===== src/verilog/cbs_pkg.sv =====
/*
 Package for the bus cycle sequencer: opcode encodings, vector address,
 stack frame size, and the bus cycle carrier struct.
 Assumes a single 100 MHz clock domain; one machine cycle per clock.
*/
package cbs_pkg;

   // ==========================================================
   // Opcodes decoded into instruction classes
   // ==========================================================
   localparam logic [7:0] OP_SOFT_TRAP = 8'h3F;
   localparam logic [7:0] OP_WAIT_INT = 8'h3E;
   localparam logic [7:0] OP_JUMP_EXT = 8'h7E;
   localparam logic [7:0] OP_CALL_EXT = 8'hBD;
   localparam logic [7:0] OP_TEST_EXT = 8'h7D;
   localparam logic [7:0] OP_CMPX_IMM = 8'h8C;
   localparam logic [7:0] OP_LDS_IMM = 8'h8E;
   localparam logic [7:0] OP_LDX_IMM = 8'hCE;
   localparam logic [7:0] OP_CMPX_DIR = 8'h9C;
   localparam logic [7:0] OP_LDS_DIR = 8'h9E;
   localparam logic [7:0] OP_LDX_DIR = 8'hDE;
   localparam logic [7:0] OP_STS_DIR = 8'h9F;
   localparam logic [7:0] OP_STX_DIR = 8'hDF;
   localparam logic [7:0] OP_STA_DIR = 8'h97;
   localparam logic [7:0] OP_STB_DIR = 8'hD7;
   localparam logic [7:0] OP_CMPX_EXT = 8'hBC;
   localparam logic [7:0] OP_LDS_EXT = 8'hBE;
   localparam logic [7:0] OP_LDX_EXT = 8'hFE;
   localparam logic [7:0] OP_STS_EXT = 8'hBF;
   localparam logic [7:0] OP_STX_EXT = 8'hFF;
   localparam logic [7:0] OP_STA_EXT = 8'hB7;
   localparam logic [7:0] OP_STB_EXT = 8'hF7;

   // ==========================================================
   // Addresses and counts
   // ==========================================================
   localparam logic [15:0] SOFT_TRAP_VECTOR = 16'hFFFA;
   localparam logic [15:0] STACK_FRAME_LEN = 16'h0007;
   localparam logic [15:0] RESET_PC = 16'h0000;
   localparam logic [15:0] RESET_SP = 16'h01FF;
   localparam logic [7:0] CC_MASK_BIT = 8'h10;
   localparam logic [7:0] CC_RESET = 8'hD0;

   // ==========================================================
   // Instruction flow classes and bus cycle carrier
   // ==========================================================
   typedef enum {
      CL_IMM8, CL_IMM16, CL_DIR8, CL_DIR16, CL_DIRST8, CL_DIRST16,
      CL_EXT8, CL_EXT16, CL_EXTST8, CL_EXTST16, CL_RMW, CL_TEST,
      CL_JUMP, CL_CALL, CL_BRANCH, CL_TRAP, CL_WAIT, CL_IMPL
   } cbs_class_t;

   typedef struct packed {
      logic [15:0] addr;
      logic valid;
      logic rd_wr_n;
      logic [7:0] wdata;
   } cbs_bus_t;

endpackage : cbs_pkg


===== src/verilog/cbs_branch_calc.sv =====
/*
 Relative branch target calculator.
 Assumes the opcode address is stable while the offset is applied.
*/
`timescale 1ns/10ps
module cbs_branch_calc (
   input wire logic [15:0] op_addr_i,
   input wire logic [7:0] offset_i,
   output logic [15:0] target_o
);
   import cbs_pkg::*;

   logic [15:0] next_pc;
   logic [15:0] sext;

   // ==========================================================
   // Signed offset added to the address after the two bytes
   // ==========================================================
   always_comb begin
      sext = {{8{offset_i[7]}}, offset_i};
      next_pc = op_addr_i + 16'h0002;
      target_o = next_pc + sext;
   end

endmodule : cbs_branch_calc


===== src/verilog/cbs_sequencer.sv =====
/*
 Cycle by cycle bus sequencer for an 8-bit processor core.
 Assumes memory answers reads in the same cycle (data sampled at the
 clock edge that ends the cycle) and that the core datapath supplies
 register values and branch decisions on plain inputs.
*/
`timescale 1ns/10ps
module cbs_sequencer (
   input wire logic mclk_i,
   input wire logic rst_b_i,
   input wire logic [7:0] rdata_i,
   input wire logic irq_i,
   input wire logic branch_take_i,
   input wire logic [7:0] accum_a_i,
   input wire logic [7:0] accum_b_i,
   input wire logic [15:0] index_i,
   input wire logic [7:0] cc_i,
   input wire logic [7:0] alu_result_i,
   output cbs_pkg::cbs_bus_t bus_o,
   output logic addr_oe_o,
   output logic data_oe_o,
   output logic bus_granted_o,
   output logic [15:0] pc_o,
   output logic [15:0] sp_o,
   output logic [15:0] operand_o,
   output logic cc_mask_set_o,
   output logic instr_done_o
);
   import cbs_pkg::*;

   typedef enum {ST_FETCH, ST_EXEC, ST_WAIT} cbs_state_t;

   cbs_state_t state;
   cbs_class_t cls;
   logic [7:0] opcode;
   logic [3:0] cyc;
   logic [15:0] pc;
   logic [15:0] sp;
   logic [15:0] op_addr;
   logic [15:0] ea;
   logic [15:0] operand;
   logic [7:0] offset;
   logic [15:0] br_target;
   cbs_bus_t next_bus;
   logic last;
   cbs_class_t dec_cls;

   cbs_branch_calc u_branch (
      .op_addr_i(op_addr),
      .offset_i(offset),
      .target_o(br_target)
   );

   // ==========================================================
   // Opcode class decode
   // ==========================================================
   function automatic cbs_class_t decode(input logic [7:0] op);
      cbs_class_t c;
      c = CL_IMPL;
      if (op[7:4] == 4'h2) c = CL_BRANCH;
      else if (op == OP_SOFT_TRAP) c = CL_TRAP;
      else if (op == OP_WAIT_INT) c = CL_WAIT;
      else if (op == OP_JUMP_EXT) c = CL_JUMP;
      else if (op == OP_CALL_EXT) c = CL_CALL;
      else if (op == OP_TEST_EXT) c = CL_TEST;
      else if (op == OP_CMPX_IMM || op == OP_LDS_IMM || op == OP_LDX_IMM)
         c = CL_IMM16;
      else if (op == OP_CMPX_DIR || op == OP_LDS_DIR || op == OP_LDX_DIR)
         c = CL_DIR16;
      else if (op == OP_STS_DIR || op == OP_STX_DIR) c = CL_DIRST16;
      else if (op == OP_STA_DIR || op == OP_STB_DIR) c = CL_DIRST8;
      else if (op == OP_CMPX_EXT || op == OP_LDS_EXT || op == OP_LDX_EXT)
         c = CL_EXT16;
      else if (op == OP_STS_EXT || op == OP_STX_EXT) c = CL_EXTST16;
      else if (op == OP_STA_EXT || op == OP_STB_EXT) c = CL_EXTST8;
      else if (op[7:4] == 4'h7) c = CL_RMW;
      else if (op[7] && op[5:4] == 2'b00) c = CL_IMM8;
      else if (op[7] && op[5:4] == 2'b01) c = CL_DIR8;
      else if (op[7] && op[5:4] == 2'b11) c = CL_EXT8;
      return c;
   endfunction : decode

   assign dec_cls = decode(rdata_i);

   // ==========================================================
   // Bus cycle generation
   // ==========================================================
   always_comb begin
      next_bus = '{addr: pc, valid: 1'b1, rd_wr_n: 1'b1, wdata: 8'h00};
      last = 1'b0;
      if (state == ST_EXEC) begin
         unique case (cls)
            CL_IMM8: begin
               next_bus.addr = op_addr + 16'h0001;
               last = 1'b1;
            end
            CL_IMM16: begin
               next_bus.addr = op_addr + {12'h000, cyc - 4'h1};
               last = (cyc == 4'h3);
            end
            CL_DIR8, CL_DIR16, CL_DIRST8, CL_DIRST16: begin
               if (cyc == 4'h2) begin
                  next_bus.addr = op_addr + 16'h0001;
               end else if (cls == CL_DIR8 || cls == CL_DIR16) begin
                  next_bus.addr = ea + {12'h000, cyc - 4'h3};
                  last = (cls == CL_DIR8) ? 1'b1 : (cyc == 4'h4);
               end else if (cyc == 4'h3) begin
                  next_bus.addr = ea;
                  next_bus.valid = 1'b0;
               end else begin
                  next_bus.addr = ea + {12'h000, cyc - 4'h4};
                  next_bus.rd_wr_n = 1'b0;
                  next_bus.wdata = (cls == CL_DIRST8) ?
                     (opcode[6] ? accum_b_i : accum_a_i) :
                     (cyc == 4'h4 ? operand[15:8] : operand[7:0]);
                  last = (cls == CL_DIRST8) || (cyc == 4'h5);
               end
            end
            CL_TRAP: begin
               unique case (cyc)
                  4'h2: next_bus.addr = op_addr + 16'h0001;
                  4'hA: begin
                     next_bus.addr = sp;
                     next_bus.valid = 1'b0;
                  end
                  4'hB: next_bus.addr = SOFT_TRAP_VECTOR;
                  4'hC: begin
                     next_bus.addr = SOFT_TRAP_VECTOR + 16'h0001;
                     last = 1'b1;
                  end
                  default: begin
                     next_bus.addr = sp;
                     next_bus.rd_wr_n = 1'b0;
                     unique case (cyc)
                        4'h3: next_bus.wdata = pc[7:0];
                        4'h4: next_bus.wdata = pc[15:8];
                        4'h5: next_bus.wdata = index_i[7:0];
                        4'h6: next_bus.wdata = index_i[15:8];
                        4'h7: next_bus.wdata = accum_a_i;
                        4'h8: next_bus.wdata = accum_b_i;
                        default: next_bus.wdata = cc_i;
                     endcase
                  end
               endcase
            end
            CL_BRANCH: begin
               next_bus.addr = (cyc == 4'h4) ? br_target :
                  op_addr + {12'h000, cyc - 4'h1};
               next_bus.valid = (cyc == 4'h2);
               last = (cyc == 4'h4);
            end
            CL_WAIT, CL_IMPL: begin
               next_bus.addr = op_addr + 16'h0001;
               last = 1'b1;
            end
            default: begin
               // Extended forms share three fetch cycles.
               if (cyc <= 4'h3) begin
                  next_bus.addr = op_addr + {12'h000, cyc - 4'h1};
                  last = (cls == CL_JUMP) && (cyc == 4'h3);
               end else begin
                  unique case (cls)
                     CL_EXT8, CL_EXT16: begin
                        next_bus.addr = ea + {12'h000, cyc - 4'h4};
                        last = (cls == CL_EXT8) || (cyc == 4'h5);
                     end
                     CL_EXTST8, CL_EXTST16: begin
                        next_bus.addr = ea + {12'h000,
                           (cyc == 4'h6) ? 4'h1 : 4'h0};
                        next_bus.valid = (cyc != 4'h4);
                        next_bus.rd_wr_n = (cyc == 4'h4);
                        next_bus.wdata = (cls == CL_EXTST8) ?
                           (opcode[6] ? accum_b_i : accum_a_i) :
                           (cyc == 4'h5 ? operand[15:8] : operand[7:0]);
                        last = (cls == CL_EXTST8) ? (cyc == 4'h5) :
                           (cyc == 4'h6);
                     end
                     CL_RMW, CL_TEST: begin
                        next_bus.addr = ea;
                        next_bus.valid = (cyc == 4'h4) ||
                           (cyc == 4'h6 && cls == CL_RMW);
                        next_bus.rd_wr_n = !(cyc == 4'h6 && cls == CL_RMW);
                        next_bus.wdata = alu_result_i;
                        last = (cyc == 4'h6);
                     end
                     default: begin
                        // Call: dummy read, two pushes, three idle cycles.
                        unique case (cyc)
                           4'h4: next_bus.addr = ea;
                           4'h5, 4'h6: begin
                              next_bus.addr = sp;
                              next_bus.rd_wr_n = 1'b0;
                              next_bus.wdata = (cyc == 4'h5) ?
                                 pc[7:0] : pc[15:8];
                           end
                           4'h7: begin
                              next_bus.addr = sp;
                              next_bus.valid = 1'b0;
                           end
                           default: begin
                              next_bus.addr = op_addr + 16'h0002;
                              next_bus.valid = 1'b0;
                              last = (cyc == 4'h9);
                           end
                        endcase
                     end
                  endcase
               end
            end
         endcase
      end
      if (state == ST_WAIT) begin
         next_bus.valid = 1'b0;
      end
   end

   // ==========================================================
   // Sequencing state
   // ==========================================================
   always_ff @(posedge mclk_i) begin
      if (!rst_b_i) begin
         state <= ST_FETCH;
         cls <= CL_IMPL;
         opcode <= 8'h00;
         cyc <= 4'h1;
         op_addr <= RESET_PC;
      end else begin
         unique case (state)
            ST_FETCH: begin
               opcode <= rdata_i;
               cls <= dec_cls;
               op_addr <= pc;
               cyc <= 4'h2;
               state <= ST_EXEC;
            end
            ST_EXEC: begin
               cyc <= cyc + 4'h1;
               if (last) begin
                  cyc <= 4'h1;
                  state <= (cls == CL_WAIT) ? ST_WAIT : ST_FETCH;
               end
            end
            ST_WAIT: begin
               if (irq_i) begin
                  state <= ST_FETCH;
               end
            end
         endcase
      end
   end

   // ==========================================================
   // Program counter, stack pointer, address and operand latch
   // ==========================================================
   always_ff @(posedge mclk_i) begin
      if (!rst_b_i) begin
         pc <= RESET_PC;
         sp <= RESET_SP;
         ea <= 16'h0000;
         operand <= 16'h0000;
         offset <= 8'h00;
         cc_mask_set_o <= 1'b0;
      end else begin
         cc_mask_set_o <= 1'b0;
         if (state == ST_FETCH) begin
            pc <= pc + 16'h0001;
            operand <= (dec_cls == CL_DIRST16 || dec_cls == CL_EXTST16) ?
               (rdata_i[6] ? index_i : sp) : 16'h0000;
         end else if (state == ST_EXEC) begin
            unique case (cls)
               CL_IMM8, CL_IMM16: begin
                  pc <= pc + 16'h0001;
                  operand <= {operand[7:0], rdata_i};
               end
               CL_DIR8, CL_DIR16, CL_DIRST8, CL_DIRST16: begin
                  if (cyc == 4'h2) begin
                     pc <= pc + 16'h0001;
                     ea <= {8'h00, rdata_i};
                  end else if (next_bus.rd_wr_n && next_bus.valid) begin
                     operand <= {operand[7:0], rdata_i};
                  end
               end
               CL_TRAP: begin
                  if (cyc >= 4'h3 && cyc <= 4'h9) begin
                     sp <= sp - 16'h0001;
                  end
                  if (cyc == 4'hB) begin
                     ea[15:8] <= rdata_i;
                  end
                  if (cyc == 4'hC) begin
                     pc <= {ea[15:8], rdata_i};
                     cc_mask_set_o <= 1'b1;
                  end
               end
               CL_BRANCH: begin
                  if (cyc == 4'h2) begin
                     offset <= rdata_i;
                     pc <= pc + 16'h0001;
                  end
                  if (cyc == 4'h4 && branch_take_i) begin
                     pc <= br_target;
                  end
               end
               CL_WAIT, CL_IMPL: begin
               end
               default: begin
                  if (cyc == 4'h2) begin
                     ea[15:8] <= rdata_i;
                     pc <= pc + 16'h0001;
                  end else if (cyc == 4'h3) begin
                     ea[7:0] <= rdata_i;
                     pc <= pc + 16'h0001;
                     if (cls == CL_JUMP) begin
                        pc <= {ea[15:8], rdata_i};
                     end
                  end else if (cls == CL_EXT8 || cls == CL_EXT16 ||
                     ((cls == CL_RMW || cls == CL_TEST) && cyc == 4'h4)) begin
                     operand <= {operand[7:0], rdata_i};
                  end else if (cls == CL_CALL) begin
                     if (cyc == 4'h5 || cyc == 4'h6) begin
                        sp <= sp - 16'h0001;
                     end
                     if (cyc == 4'h9) begin
                        pc <= ea;
                     end
                  end
               end
            endcase
         end
      end
   end

   // ==========================================================
   // Bus outputs
   // ==========================================================
   // The pins show the cycle being worked on, so read data taken at the
   // closing edge belong to the address shown; a register here would let
   // every read answer the previous address.
   always_comb begin
      bus_o = next_bus;
      if (!rst_b_i) begin
         bus_o = '{addr: 16'h0000, valid: 1'b0, rd_wr_n: 1'b1,
            wdata: 8'h00};
      end
   end

   // The bus is released in the wait state so another master may use it.
   assign bus_granted_o = (state == ST_WAIT);
   assign addr_oe_o = (state != ST_WAIT);
   assign data_oe_o = (state != ST_WAIT) && !bus_o.rd_wr_n;
   assign pc_o = pc;
   assign sp_o = sp;
   assign operand_o = operand;
   assign instr_done_o = (state == ST_EXEC) && last;

endmodule : cbs_sequencer


===== config.mk =====
export PLATFORM = sky130hd
export DESIGN_NAME = cbs_sequencer
export DESIGN_NICKNAME = d
export VERILOG_FILES = /design/src/verilog/cbs_pkg.sv /design/src/verilog/cbs_branch_calc.sv /design/src/verilog/cbs_sequencer.sv
export SDC_FILE = /design/constraint.sdc
export NUM_CORES = 1
export LEC_CHECK = 0
export BUFFER_PORTS_ARGS = -buffer_cell sky130_fd_sc_hd__buf_4
export CELL_PAD_IN_SITES_DETAIL_PLACEMENT = 1
export CELL_PAD_IN_SITES_GLOBAL_PLACEMENT = 2
export CORE_AREA = 2 2 209 211
export CTS_CLUSTER_DIAMETER = 150
export CTS_CLUSTER_SIZE = 40
export DETAILED_ROUTE_END_ITERATION = 8
export DIE_AREA = 0 0 211 213
export GPL_TIMING_DRIVEN = 0
export PLACE_DENSITY_LB_ADDON = 0.1
export REMOVE_ABC_BUFFERS = 1
export SLEW_MARGIN = 15
export SYNTH_ARGS = -nofsm -noshare
export SYNTH_HDL_FRONTEND = slang
export SYNTH_HIERARCHICAL = 1
export SYNTH_SLANG_ARGS = --single-unit

===== constraint.sdc =====
create_clock -name mclk_i -period 8.2 [get_ports mclk_i]
set_input_delay 1.23 -clock mclk_i [delete_from_list [all_inputs] [get_ports mclk_i]]
set_output_delay 1.23 -clock mclk_i [all_outputs]
set_load 0.005 [all_outputs]

==> impl_metrics.toml <==
[yosys]
yosysTopAreaCellShare_pct = 15.97
synth_area_leader_cell = "dfxtp_1"
netlist_top_cells_count = "nand2_1, nor2_1, a21oi_1"
synth.area.top_cells = "dfxtp_1, ha_1, nand2_1"
ys_types = 108
ys_ff_latch = 101
async_reset_ff_share_pct = 0
ys.flop_type = "dfxtp_1"
yosysMostFrequentCell = "nand2_1"
syn_area_mm2 = 0.01266
yosys_warnings = 6
synth_edf_count = 0
syn_inst = 1763
ys_seq_area_share_pct = 15.97
syn-mean-instance-area_um2 = 7.182

[die]
dieArea_mm2 = 0.04494
initial_core_util_pct = 29.66
die_x_um = 211
die_h_um = 213
io_pins = 139
core_mm2 = 0.04270
num_rows = 76

[flow_run]
drv_cap = 0

[critical_path]
crit_fanout = 25
critical_path_class = "flip-flop to output pin"
reg2reg_depth = 8
crit_top_cell = "ha_1"
slowest_stage = "ha_1"
crit_buf_inv = 2
crit_path_start = "cyc[0]"
r2r_end = "pc_o[7]"
critPathArrivalTime_ns = 5.26
end_kind = "output pin"
crit_family = "simple AND/OR/NAND/NOR gates"
crit_required_ns = 6.97
cp_cell_sequence = "inv_1 > ha_1 > and2_1 > ha_1 > nand4_1 > or4_1 > nor2_1 > xnor2_1 > o211ai_1 > a221oi_1 > a211oi_1 > buf_4"
reg2reg_slack_ns = 3.41
worstReg2RegStart = "cyc[0]"
start_kind = "flip-flop"
worst_path_largest_cell_delay_ns = 0.95

[placement]
portBuffers = 138
dp_hpwl_um = 52500
place_ws_ns = 2.182
numPlacedInstances = 2288
gp_congestion = 0.9312

[pwr]
p_leak_uw = 0.005040
power_density_mw_per_mm2 = 186.2
peakVddDrop_mv = 0.09949
power_uw = 2637

[clock_tree]
cts-root-buf = "clkbuf_16"
htreeDepth = 3
cts_buffers = 9
clk-insertion-delay-late_ns = 0.41
clkSinkCount = 101
ctsResizeCount = 0
clkSlewWorstSetupHoldPaths_ns = 0.08
postCtsHoldBufs = 0
post_cts_buffers = 0
cts.path.max_buffers = 2
cts_tree = "yes"

[detailed_routing]
first_iter_violations = 1398
vias = 14880
wire_per_inst_um = 31.26
first_pass_iters = 5
drc = 0
viasPerCell = 6.459
drt_wl_total_um = 71980
ant_nets = 0

[global_routing]
antenna_found_initial = 3
grt_max_degree = 48
grt_overflow = 0
track_usage_pct = 31.74
grt_pass1_vias = 14370
grt_pass1_wl_um = 103800

[sta]
worst_slew_pin_slew_ns = 1.280
fin_tns_setup_ns = 0
slew_headroom_pct = 14.56
setup_slack_ns = 1.712
maxSlewViolCount = 0
finalCritPeriodShare_pct = 79.12
finClkSkew_ns = 0.01441
setup_viol = 0
fmax_mhz = 154.1
fin_crit_ns = 6.488
rsz0062_at_grt = "no"
hold_slack_ns = 0.5113
finalHoldViolations = 0

[final_layout]
nets = 1875
drive_above_1_share_pct = 14.29
layout.cells.non_filler = 2303
syn_to_final_growth_pct = 11.83

[min_path]
hp-start = "offset[1]"
hp-class = "flip-flop to flip-flop"
min_to = "offset[1]"
hold_depth = 2

[status]
outcome = "finished, final reports clean"
## layout make-up
class | count | area (µm²)
multi-input cells | 1463 | 9852
inverters | 32 | 122.6
clock inverters | 4 | 75.07
well taps | 546 | 683.2
diodes | 1 | 2.502
fillers | 5266 | 28540
clock buffers | 10 | 229.0
flip-flops and latches | 101 | 2027
repair buffers | 146 | 1169
## worst reg2reg max path, cell delays in order (launching register included)
cell and delay [ns]:
dfxtp_1 0.44, inv_1 0.24, ha_2 0.74, nand2_1 0.78, nor3_4 1.10, and2_1 0.66
a221oi_1 0.28, a211oi_1 0.32, o311a_1 0.18
## metal layers
metal  track usage, %  wire, µm
met3            6.810      5795
met2            49.26     31690
met5                0        13
met4            10.44      2344
met1            43.55     32140
## registers in the layout, summed over array words and instances (netlist names)
name	cells
cyc	4
cls	5
opcode	1
op_addr	16
cc_mask_set_o	1
sp_o	16
offset	8
pc_o	16
operand_o	16
ea	16
state	2
## worst max path at each step
stage	end	slack, ns	cells past startpoint
2_1_floorplan	bus_o[23]	3.67	7
3_3_place_gp	bus_o[20]	0.75	8
3_5_place_dp	bus_o[23]	2.18	12
4_1_cts	bus_o[23]	1.73	12
5_1_grt	bus_o[23]	1.41	12
6_report	bus_o[23]	1.71	12
## cell families (layout without fill, tap and decap cells)
logic type / Yosys count / after routing / share of synthesized area [%]
AOI/OAI and AO/OA: 599 / 599 / 33.47
xor gates and xnor gates: 113 / 113 / 7.816
adders and majority gates: 62 / 62 / 6.364
buffers and inverters: 199 / 192 / 6.848
DFF: 101 / 101 / 15.97
muxes: 60 / 60 / 4.842
other: 0 / 1 / 0
and+or+nand+nor: 629 / 629 / 24.69
## per-stage QoR
| step | instance area, µm² | utilization, % |
|---|---|---|
| 2_1_floorplan | 11920 | - |
| 3_3_place_gp | 13630 | 31.93 |
| 3_5_place_dp | 13840 | 32.43 |
| 4_1_cts | 14150 | 33.14 |
| 5_1_grt | 14160 | 33.16 |
| 6_report | 14160 | 33.16 |
## where the power goes
part,leakage [µW],internal (µW),switching (µW)
Clock,0.000141,264,234
Sequential,0.000822,542,231
Combinational,0.00408,481,885
Total,0.00504,1290,1350
## layout by cell type (no fill, tap or decap), drive strengths merged, types with 29 or more instances in the layout
master / synthesis / layout
xnor2: 72 / 72
ha: 58 / 58
nor3: 36 / 36
o21ai: 124 / 124
a22oi: 44 / 44
a221oi: 41 / 41
mux2i: 50 / 50
a21oi: 141 / 141
buf: 62 / 146
xor2: 41 / 41
nor2: 161 / 161
dfxtp: 101 / 101
nand3: 82 / 82
o211ai: 29 / 29
inv: 30 / 30
nand2: 189 / 189
Note: power is estimated with default switching activity, not from simulation.
